## config.mk

```make
export PLATFORM = sky130hd
export DESIGN_NAME = pwp_protect
export DESIGN_NICKNAME = d
export VERILOG_FILES = /design/src/pwp_pkg.sv /design/src/pwp_protect.sv
export VERILOG_INCLUDE_DIRS = /design/src
export SDC_FILE = /design/constraint.sdc
export NUM_CORES = 1
export LEC_CHECK = 0
export ABC_AREA = 1
export BUFFER_PORTS_ARGS = -buffer_cell sky130_fd_sc_hd__buf_2
export CORE_MARGIN = 2
export CORE_UTILIZATION = 30
export DETAILED_ROUTE_END_ITERATION = 8
export SLEW_MARGIN = 20
export SYNTH_ARGS = -nofsm -noshare
export SYNTH_HDL_FRONTEND = slang
export SYNTH_SLANG_ARGS = --single-unit
```

## constraint.sdc

```tcl
create_clock -name CLK_SYS -period 1.6 [get_ports CLK_SYS]
set_clock_uncertainty 0.1 [all_clocks]
set_input_delay 0.48 -clock CLK_SYS [delete_from_list [all_inputs] [get_ports CLK_SYS]]
set_output_delay 0.48 -clock CLK_SYS [all_outputs]
set_load 0.005 [all_outputs]
```

## src/pwp_regs.svh

```systemverilog
// Purpose: Constants for the unlock key and group write-lock mask logic
// Assumes: Command codes are 8-bit PMBus codes, data words are 16 bits
// Notes:   Included by the package; definitions only
`ifndef PWP_REGS_SVH
`define PWP_REGS_SVH

// Command codes of the two protection registers
`define PWP_CMD_KEY            8'hFA
`define PWP_CMD_MASK           8'hFB

// Standard PMBus command codes; the mask guards all but OPERATION
`define PWP_CMD_OPERATION      8'h01
`define PWP_CMD_WRITE_PROTECT  8'h10
`define PWP_CMD_STORE_ALL      8'h15
`define PWP_CMD_ALERT_MASK     8'h1B
`define PWP_CMD_LOCK_SETPOINT_BIT_MODE      8'h20
`define PWP_CMD_LOCK_SETPOINT_BIT_SETPOINT  8'h21
`define PWP_CMD_LOCK_SETPOINT_BIT_TRIM      8'h22
`define PWP_CMD_LOCK_SETPOINT_BIT_MAX       8'h24
`define PWP_CMD_MARGIN_HIGH    8'h25
`define PWP_CMD_MARGIN_LOW     8'h26
`define PWP_CMD_TRANS_RATE     8'h27
`define PWP_CMD_SCALE_LOOP     8'h29
`define PWP_CMD_LOCK_SETPOINT_BIT_MIN       8'h2B
`define PWP_CMD_CAL_GAIN       8'h38
`define PWP_CMD_CAL_OFFSET     8'h39
`define PWP_CMD_OV_FLT_LIMIT   8'h40
`define PWP_CMD_OV_FLT_RESP    8'h41
`define PWP_CMD_OV_WARN        8'h42
`define PWP_CMD_UV_WARN        8'h43
`define PWP_CMD_UV_FLT_LIMIT   8'h44
`define PWP_CMD_UV_FLT_RESP    8'h45
`define PWP_CMD_OC_FLT_LIMIT   8'h46
`define PWP_CMD_OC_FLT_RESP    8'h47
`define PWP_CMD_OC_WARN        8'h4A
`define PWP_CMD_OT_FLT_LIMIT   8'h4F
`define PWP_CMD_OT_FLT_RESP    8'h50
`define PWP_CMD_OT_WARN        8'h51
`define PWP_CMD_SIM_FAULT      8'hF1

// Mask bit positions
`define PWP_BIT_SELF           4'hF
`define PWP_BIT_WP             4'hE
`define PWP_BIT_TRIM           4'hD
`define PWP_BIT_SETPOINT       4'hC
`define PWP_BIT_OUT_FAULT      4'hB
`define PWP_BIT_WARNING        4'hA
`define PWP_BIT_CUR_TEMP       4'h9
`define PWP_BIT_MARGIN         4'h8
`define PWP_BIT_KEY            4'h1
`define PWP_BIT_SAVE           4'h0

// Key read-back codes
`define PWP_RD_UNLOCKED        16'h0000
`define PWP_RD_LOCKED_0        16'h000F
`define PWP_RD_LOCKED_1        16'h001F
`define PWP_RD_LOCKED_2        16'h002F
`define PWP_RD_LOCKED_3        16'h00FF

// Mismatches that cause the lockout, and reset values
`define PWP_BAD_LIMIT          2'h3
`define PWP_KEY_RESET          16'h0000
`define PWP_MASK_RESET         16'h0000
`define PWP_ZERO_WORD          16'h0000

`endif

```

## src/pwp_pkg.sv

```systemverilog
// Purpose: Types for the unlock key and group write-lock mask logic
// Assumes: pwp_regs.svh is found on the include path
// Notes:   Request and answer words of the command handler port
`include "pwp_regs.svh"

package pwp_pkg;

   typedef struct packed {
      logic        valid;
      logic        write;
      logic [7:0]  code;
      logic [15:0] wdata;
      logic        std_wp_block;
   } pwp_req_t;

   typedef struct packed {
      logic        valid;
      logic        hit;
      logic        accept;
      logic [15:0] rdata;
   } pwp_rsp_t;

   typedef struct packed {
      logic [15:0] key;
      logic [15:0] mask;
      logic        armed;
      logic        lockout;
      logic [1:0]  bad_cnt;
      logic        perm;
      pwp_rsp_t    rsp;
   } pwp_state_t;

endpackage : pwp_pkg

```

## src/pwp_protect.sv

```systemverilog
// Purpose: Unlock key and group write-lock mask inside the command handler
// Assumes: Requests and boot loads come from logic on CLK_SYS
// Notes:   One request per cycle, answered on the following cycle unless a boot load shares its cycle
//
// How it works
// - A 16-bit key, while armed, blocks mask writes and saving to NVM.
// - With key zero, save is allowed and key writes replace the key.
// - Nonzero boot key arms the block until the host writes that key.
// - Three mismatches without a match lock key access until power-on reset.
// - Key reads return a state code, never the key itself.
// - The key is command FAh, word write and word read.
// - The mask is command FBh, 16 bits, word write and word read.
// - Each of bits 13 to 8 guards only its own command group.
// - Bits 13 to 8 clear defer to WRITE_PROTECT; set means read-only.
// - Bit 15 makes mask and key read-only; otherwise key and bit 1 govern.
// - Bit 15 saved while set locks the mask until power-on reset.
// - Bit 14 guards WRITE_PROTECT, which is otherwise always writable.
// - Bit 13 guards trim, loop scale, current gain and offset.
// - Bit 12 guards output mode and output setpoint.
// - Bit 11 guards output max, min, fault limits and responses.
// - Bit 10 guards output, current, temperature warnings and alert mask.
// - Bit 9 guards current, temperature fault limits, responses, fault simulation.
// - Bit 1 guards the key; saved with nonzero key it locks the mask.
// - Bit 0 makes the save command read-only at all times.
// - Bit 8 guards margin high, margin low and transition rate.
`timescale 1ns/100ps
`include "pwp_regs.svh"

module pwp_protect (
   input  wire logic              CLK_SYS,
   input  wire logic              RESET_N,
   input  wire pwp_pkg::pwp_req_t REQ,
   input  wire logic              BOOT_LOAD,
   input  wire logic [15:0]       BOOT_KEY,
   input  wire logic [15:0]       BOOT_MASK,
   output pwp_pkg::pwp_rsp_t      RSP,
   output logic [15:0]            MASK_OUT,
   output logic                   KEY_ARMED,
   output logic                   KEY_LOCKOUT
);
   import pwp_pkg::*;

   pwp_state_t st_q;
   pwp_state_t st_d;

   // Group of a guarded command: {guarded, bit index}
   function automatic logic [4:0] group_of(input logic [7:0] code);
      logic [4:0] g;
      g = {1'b0, 4'h0};
      if (code == `PWP_CMD_LOCK_SETPOINT_BIT_TRIM  ||
          code == `PWP_CMD_SCALE_LOOP ||
          code == `PWP_CMD_CAL_GAIN   ||
          code == `PWP_CMD_CAL_OFFSET) begin
         g = {1'b1, `PWP_BIT_TRIM};
      end else if (code == `PWP_CMD_LOCK_SETPOINT_BIT_MODE ||
                   code == `PWP_CMD_LOCK_SETPOINT_BIT_SETPOINT) begin
         g = {1'b1, `PWP_BIT_SETPOINT};
      end else if (code == `PWP_CMD_LOCK_SETPOINT_BIT_MAX     ||
                   code == `PWP_CMD_LOCK_SETPOINT_BIT_MIN     ||
                   code == `PWP_CMD_OV_FLT_LIMIT ||
                   code == `PWP_CMD_OV_FLT_RESP  ||
                   code == `PWP_CMD_UV_FLT_LIMIT ||
                   code == `PWP_CMD_UV_FLT_RESP) begin
         g = {1'b1, `PWP_BIT_OUT_FAULT};
      end else if (code == `PWP_CMD_OV_WARN ||
                   code == `PWP_CMD_UV_WARN ||
                   code == `PWP_CMD_OC_WARN ||
                   code == `PWP_CMD_OT_WARN ||
                   code == `PWP_CMD_ALERT_MASK) begin
         g = {1'b1, `PWP_BIT_WARNING};
      end else if (code == `PWP_CMD_OC_FLT_LIMIT ||
                   code == `PWP_CMD_OC_FLT_RESP  ||
                   code == `PWP_CMD_OT_FLT_LIMIT ||
                   code == `PWP_CMD_OT_FLT_RESP  ||
                   code == `PWP_CMD_SIM_FAULT) begin
         g = {1'b1, `PWP_BIT_CUR_TEMP};
      end else if (code == `PWP_CMD_MARGIN_HIGH ||
                   code == `PWP_CMD_MARGIN_LOW  ||
                   code == `PWP_CMD_TRANS_RATE) begin
         g = {1'b1, `PWP_BIT_MARGIN};
      end else begin
         // Unlisted codes fall back on standard protection only
         g = {1'b0, 4'h0};
      end
      return g;
   endfunction : group_of

   // Terms that make a stored mask permanent; shared by boot and save
   function automatic logic perm_term(input logic [15:0] mask,
                                      input logic        key_set);
      logic p;
      p = mask[`PWP_BIT_SELF] | (mask[`PWP_BIT_KEY] & key_set);
      return p;
   endfunction : perm_term

   // Read-back code; the key value itself never leaves the block
   function automatic logic [15:0] key_code(input logic       armed,
                                            input logic       lockout,
                                            input logic [1:0] bad);
      logic [15:0] c;
      c = `PWP_RD_UNLOCKED;
      if (lockout) begin
         c = `PWP_RD_LOCKED_3;
      end else if (armed) begin
         case (bad)
            2'h0:    c = `PWP_RD_LOCKED_0;
            2'h1:    c = `PWP_RD_LOCKED_1;
            2'h2:    c = `PWP_RD_LOCKED_2;
            default: c = `PWP_RD_LOCKED_3;
         endcase
      end
      return c;
   endfunction : key_code

   logic [4:0]  grp;
   logic        mask_ro;
   logic        key_ro;
   logic        save_ro;
   logic        grp_ro;
   logic        key_match;
   logic        key_nonzero;
   logic [1:0]  bad_next;

   always_comb begin
      grp         = group_of(REQ.code);
      key_nonzero = (st_q.key != `PWP_ZERO_WORD);
      key_match   = (REQ.wdata == st_q.key);
      bad_next    = st_q.bad_cnt + 2'h1;
      // Mask is read-only by its own bit, the armed key or a stored lock
      mask_ro = st_q.mask[`PWP_BIT_SELF] | st_q.armed | st_q.perm;
      // Key is read-only by bit 15 or its own guard bit
      key_ro  = st_q.mask[`PWP_BIT_SELF] | st_q.mask[`PWP_BIT_KEY];
      // Save needs bit 0 clear, the key disarmed and standard protection off
      save_ro = st_q.mask[`PWP_BIT_SAVE] | st_q.armed | REQ.std_wp_block;
      // Each group sees only its own mask bit
      grp_ro  = st_q.mask[grp[3:0]] | REQ.std_wp_block;
   end

   always_comb begin
      st_d           = st_q;
      st_d.rsp.valid = 1'b0;
      st_d.rsp.hit   = 1'b0;
      st_d.rsp.accept = 1'b0;
      st_d.rsp.rdata = `PWP_ZERO_WORD;

      if (BOOT_LOAD) begin
         // Boot values come from NVM; a nonzero key arms the block
         st_d.key   = BOOT_KEY;
         st_d.mask  = BOOT_MASK;
         st_d.armed = (BOOT_KEY != `PWP_ZERO_WORD);
         // A mask stored with bit 15, or bit 1 with a nonzero key, stays locked
         st_d.perm  = st_q.perm |
                      perm_term(BOOT_MASK, BOOT_KEY != `PWP_ZERO_WORD);
         st_d.bad_cnt = 2'h0;
      end else if (REQ.valid) begin
         st_d.rsp.valid = 1'b1;
         if (REQ.code == `PWP_CMD_KEY) begin
            st_d.rsp.hit = 1'b1;
            if (!REQ.write) begin
               st_d.rsp.rdata = key_code(st_q.armed, st_q.lockout, st_q.bad_cnt);
            end else if (key_ro) begin
               st_d.rsp.accept = 1'b0;
            end else if (st_q.lockout) begin
               st_d.rsp.accept = 1'b0;
            end else if (st_q.armed) begin
               if (key_match) begin
                  st_d.armed      = 1'b0;
                  st_d.bad_cnt    = 2'h0;
                  st_d.rsp.accept = 1'b1;
               end else begin
                  st_d.bad_cnt = bad_next;
                  if (bad_next == `PWP_BAD_LIMIT) begin
                     st_d.lockout = 1'b1;
                  end
               end
            end else begin
               // Disarmed: the write becomes the active key
               st_d.key        = REQ.wdata;
               st_d.bad_cnt    = 2'h0;
               st_d.rsp.accept = 1'b1;
            end
         end else if (REQ.code == `PWP_CMD_MASK) begin
            st_d.rsp.hit = 1'b1;
            if (!REQ.write) begin
               st_d.rsp.rdata = st_q.mask;
            end else if (!mask_ro) begin
               st_d.mask       = REQ.wdata;
               st_d.rsp.accept = 1'b1;
            end
         end else if (REQ.code == `PWP_CMD_WRITE_PROTECT) begin
            // Standard protection never guards its own command
            st_d.rsp.accept = REQ.write & ~st_q.mask[`PWP_BIT_WP];
         end else if (REQ.code == `PWP_CMD_STORE_ALL) begin
            st_d.rsp.accept = REQ.write & ~save_ro;
            if (REQ.write && !save_ro) begin
               // Saving bit 15, or bit 1 with a nonzero key, locks the mask
               st_d.perm = st_q.perm | perm_term(st_q.mask, key_nonzero);
            end
         end else if (grp[4]) begin
            st_d.rsp.accept = REQ.write & ~grp_ro;
         end else begin
            st_d.rsp.accept = REQ.write & ~REQ.std_wp_block;
         end
      end
   end

   // Lockout and stored lock only clear at power-on reset
   always_ff @(posedge CLK_SYS or negedge RESET_N) begin
      if (!RESET_N) begin
         st_q.key        <= `PWP_KEY_RESET;
         st_q.mask       <= `PWP_MASK_RESET;
         st_q.armed      <= 1'b0;
         st_q.lockout    <= 1'b0;
         st_q.bad_cnt    <= 2'h0;
         st_q.perm       <= 1'b0;
         st_q.rsp.valid  <= 1'b0;
         st_q.rsp.hit    <= 1'b0;
         st_q.rsp.accept <= 1'b0;
         st_q.rsp.rdata  <= `PWP_ZERO_WORD;
      end else begin
         st_q <= st_d;
      end
   end

   assign RSP         = st_q.rsp;
   assign MASK_OUT    = st_q.mask;
   assign KEY_ARMED   = st_q.armed;
   assign KEY_LOCKOUT = st_q.lockout;

endmodule : pwp_protect

```

; ---- Word-level counts from Yosys, hierarchy flattened
; Index checks and enable logic that the tools add are counted.
[classes]
add_sub_neg = 1
n_lt_le_gt_ge = 1
n_eq_ne = 40
n_mux = 55
bitwise_logic = 22
reduce_logical = 35
[ops]
columns = operator, n
row1 = $mux 16, 14
row2 = $eq 8x7->1 const B, 12
row3 = $eq 8x6->1 const B, 11
row4 = $mux 56, 1
row5 = $mux 33, 1
row6 = $reduce_bool 16->1, 2
row7 = $mux 5, 6
row8 = $eq 8x5->1 const B, 3
row9 = $eq 8x8->1 const B, 3
row10 = $pmux 8 s3, 1
row11 = $mux 1, 21
row12 = $logic_or 1x1->1, 19
row13 = $mux 19, 1
row14 = $mux 18, 1
row15 = $eq 16x16->1, 1
row16 = $mux 4, 4
row17 = $reduce_and 5->1, 3
row18 = $ne 2x2->1 const B, 7
row19 = $reduce_and 6->1, 2
row20 = $reduce_bool 2->1, 6
row21 = $or 1x1->1, 10
row22 = $and 1x1->1, 6
row23 = $mux 2, 3
row24 = $not 1->1, 6
row25 = 9 further kinds, 10
[totals]
regBits = 56
out_inout_bits = 37
word_cells = 164

; ---- Logic depth before layout (Yosys ltp)
[depth]
depth_word = 22
ltp_mapped = 15
mapped_depth_nobuf = 15

; ---- Worst setup path after synthesis
; No wires, ideal clock.
[synth_path]
kind = input-to-reg
start = input port REQ[20] (netlist bit)
end = register st_q[45] (netlist bit)
arrival_time_ns = 1.599
t_required_ns = 1.370
slack_ns = -0.229
path_stages = 14
n_path_buf = 1
cell_sequence = inv_1 -> nor2_1 -> nand2_2 -> inv_2 -> nand2_2 -> clkinv_2 -> nand3_2 -> nor2_4 -> inv_2 -> nor2_4 -> nor2_2 -> buf_6 -> nand2_2 -> o211ai_2
[synth_via]
elab_chain_cells = 3
[synth_lines]
columns = element, line_no
row1 = start: declaration, pwp_protect.sv:32  ; input wire pwp_pkg::pwp_req_t REQ,
row2 = $eq 8x8->1 (no line), -
row3 = $reduce_bool 2->1 (no line), -
row4 = $reduce_and 6->1 (no line), -
row5 = end signal: assignment, pwp_protect.sv:221  ; st_q <= st_d;
row6 = end: declaration, pwp_protect.sv:43  ; pwp_state_t st_q;
; Every way passes these cells.
; A chain may end at the register's enable or synchronous reset.

; ---- Worst setup path in the final report
[layout_path]
start = register st_q[47] (netlist bit)
end = register st_q[19] (netlist bit)
[layout_via]
elab_chain_cells = 11
[layout_lines]
columns = element, line_no
row1 = $reduce_bool 16->1 (no line), -
row2 = $and 1x1->1, pwp_protect.sv:92  ; p = mask[`PWP_BIT_SELF] | (mask[`PWP_BIT_KEY] & key_set);
row3 = $or 1x1->1, pwp_protect.sv:92
row4 = $or 1x1->1, pwp_protect.sv:197  ; st_d.perm = st_q.perm | perm_term(st_q.mask, key_nonzero);
row5 = $mux 1, pwp_protect.sv:195  ; if (REQ.write && !save_ro) begin
row6 = $mux 1, pwp_protect.sv:193  ; end else if (REQ.code == `PWP_CMD_STORE_ALL) begin
row7 = $mux 1, pwp_protect.sv:190  ; end else if (REQ.code == `PWP_CMD_WRITE_PROTECT) begin
row8 = $mux 1, pwp_protect.sv:182  ; end else if (REQ.code == `PWP_CMD_MASK) begin
row9 = $mux 1, pwp_protect.sv:157  ; if (REQ.code == `PWP_CMD_KEY) begin
row10 = $mux 56, pwp_protect.sv:155  ; end else if (REQ.valid) begin
row11 = $mux 3, pwp_protect.sv:146  ; if (BOOT_LOAD) begin
; Every way passes these cells. The select of a mux whose other input is x is not followed.

==> flow_summary.toml <==
[outcome]
outcome = "finished with violations"
violations = "setup timing"

[cells_and_area]
final_nets = 672
num_antenna_cells = 0
design_area_sq_mm = 0.005079
layout_commonest_cell = "nand2_1"
layout-drive-gt1-share_pct = 46.71
layout_common_cells = "nand2_1, buf_2, buf_4, dfrtp_1, nor2_1"
syn2layout_area_growth_pct = 45.17
fillers = 1162
fin_util_pct = 44.48

[yosys]
synth_ff_type = "dfrtp_1"
postSynthAreaPerCell_sq_um = 7.638
synth_compound_area_share_pct = 13.52
synth_area_sq_mm = 0.003498
synth_xor_area_share_pct = 1.502
synthSimpleGateAreaFrac_pct = 29.65
synth_seq_cells = 56
synth_seq_area_share_pct = 40.06
ys_types = 39
syn_inst = 458
synth_edf_count = 0
async_flop_share_pct = 100.0
synth_top_family_by_area = "simple AND/OR/NAND/NOR gates"
ys_warn_count = 0
muxShareOfSynthArea_pct = 0
synthAdderAreaFrac_pct = 1.073
synth_fp_nets = 523

[clock_network]
cts_num_sinks = 56
ctsHoldBuffers = 0
clk_latency_ps = 300
cts_buffers = 5
htreeDepth = 2
clockBufferDepth = 2
cts_tree = "done"
cts-root-buf = "clkbuf_16"
path_clk_slew_ps = 80

[critical_path]
cp-end-kind = "flip-flop"
startpoint = "st_q[47]$_DFFE_PN0P_"
path_class = "flip-flop to flip-flop"
r2r_slack_ps = -150
cp-start-kind = "flip-flop"
r2r_cells = 7
cp_max_fo = 2
rr_endpoint = "st_q[19]$_DFFE_PN0P_"
r2r_start = "st_q[47]$_DFFE_PN0P_"
cp.arrival_ps = 1840
endpoint = "st_q[19]$_DFFE_PN0P_"
cp_data_required_time_ps = 1690

[pwr]
power_leakage_nw = 2.540
peakVddDrop_mv = 0.4189
power_density_mw_per_mm2 = 695.6

[timing]
tightest_slew_ps = 398.3
period_share_pct = 109.4
finalHoldViolCount = 0
setup_viol = 19
max_clock_freq_mhz = 571.3
fin_crit_ps = 1750
worst_slack_ps = -150.4
slew_headroom_pct = 73.42
rsz0062_at_grt = "yes"
finalMaxSlewViolations = 0

[routing]
routed_wl_mm = 10.69
via_per_inst = 4.628
postRouteAntennaNets = 0
drc = 0
drt-wirelength-per-cell_um = 14.24
vias = 3476
first_pass_iters = 4
drt-initial-drc-count = 191

[grt]
grt_pass1_wl_mm = 17.55
track_usage_pct = 17.47
grt_pass1_vias = 3604
grt_max_degree = 57
overflow = 0
antenna_found_initial = 0

[flow_run]
cap_violations = 0

[floorplan]
start_util_pct = 30.64
coreArea_sq_mm = 0.01142
die-area_sq_mm = 0.01254
die_w_um = 112.0
placementRows = 39
ioPinCount = 99
die_h_um = 112.0

[placement]
hpwlAfterDp_mm = 8.265
placed_area_sq_mm = 0.004564
portBuffers = 98
gp_congestion = 0.8705

[worst_hold_path]
hold_class = "input pin to asynchronous set/reset pin"
## cells in the mapped netlist, types with 3 or more instances
master    instances  area share, %
nand2_1         113             12
dfrtp_1          56             40
nor2_1           55            5.9
inv_1            39            4.2
buf_4            35            7.5
a21oi_1          23            3.3
nand2_2          13            2.3
nand3_1          12            1.7
o211ai_1         10            2.1
nor3_1            9            1.3
nor4_1            9            1.6
nand4_1           8            1.4
o211ai_2          8            2.9
or2_2             7            1.3
clkbuf_1          6           0.64
inv_2             6           0.64
o21ai_1           6           0.86
o21ai_2           6            1.5
buf_2             3           0.43
ha_1              3            1.1
o21ai_0           3           0.43
xnor2_1           3           0.75
xor2_1            3           0.75
## how the worst min path moves through the flow
stage / startpoint / endpoint / slack, ps / cells after the start
floorplan: RESET_N / KEY_ARMED$_DFFE_PN0P_ / 80 / 0
global placement: st_q[19]$_DFFE_PN0P_ / st_q[19]$_DFFE_PN0P_ / 370 / 1
detailed placement: st_q[19]$_DFFE_PN0P_ / st_q[19]$_DFFE_PN0P_ / 360 / 1
CTS: RESET_N / st_q[44]$_DFFE_PN0P_ / 80 / 2
global route: RESET_N / st_q[44]$_DFFE_PN0P_ / 100 / 2
finish: RESET_N / st_q[44]$_DFFE_PN0P_ / 60 / 2
## flip-flops by register name, indices dropped and copies added (netlist names)
| register | count |
|---|---|
| MASK_OUT | 16 |
| KEY_LOCKOUT | 1 |
| st_q | 19 |
| KEY_ARMED | 1 |
| RSP | 19 |
## kinds of logic (layout without fill, tap and decap cells)
family	after synthesis	count (layout)
compound gates	67	67
simple gates	234	236
buf+inv	92	240
flops	56	56
xor+xnor	6	6
fa+ha+maj	3	3
## metrics by stage
step	cells	setup TNS [ps]	power [W]	setup slack [ps]	hold slack, ps
after floorplan	458	-4339	0.001955	-189.3	84.41
after global placement	731	-22530	0.002316	-571.9	370.2
after detailed placement	731	-22850	0.002327	-593.8	362.5
after CTS	748	-489.3	0.003526	-105.5	83.80
after global routing	751	-3847	0.003714	-280.3	95.61
final	751	-697.1	0.003533	-150.4	57.11
## report_power, final
part	switching [W]	internal, W	leakage (nW)
registers	0.0000872	0.00149	0.715
clock network	0.000518	0.000628	0.0772
logic	0.000404	0.000402	1.75
## repair_timing
| action | in CTS | in global routing |
|---|---|---|
| gates cloned | 1 | 1 |
| pin swaps | 24 | 8 |
| gates resized for setup | 42 | 29 |
| endpoints found under the setup margin | 44 | 46 |
| buffers inserted | 9 | 2 |
## cell type report
| type | instances | area (sq um) | area share (%) |
|---|---|---|---|
| multi-input combinational | 312 | 1846 | 36.34 |
| clock inverter | 2 | 13.76 | 0.2710 |
| inverter | 46 | 211.5 | 4.164 |
| tap | 143 | 178.9 | 3.523 |
| sequential | 56 | 1401 | 27.59 |
| timing repair buffer | 186 | 1289 | 25.38 |
| clock buffer | 6 | 138.9 | 2.735 |
## critical path, stage by stage, from the launching register on
cell     delay (ps)
dfrtp_1         390
nor4_2          320
nand2_1         100
nor2_1          110
nand4_1         140
nand4_1         180
a22oi_2          70
or2_4           220
## per-layer routing
layer	vias to the layer above	share of wire (%)	global-route usage, %
li1	1761	-	-
met1	1612	45	23.35
met2	92	48	29.41
met3	11	5.5	3.212
met4	0	1.0	4.390
met5	-	0	0
Note: power is estimated with default switching activity, not from simulation.
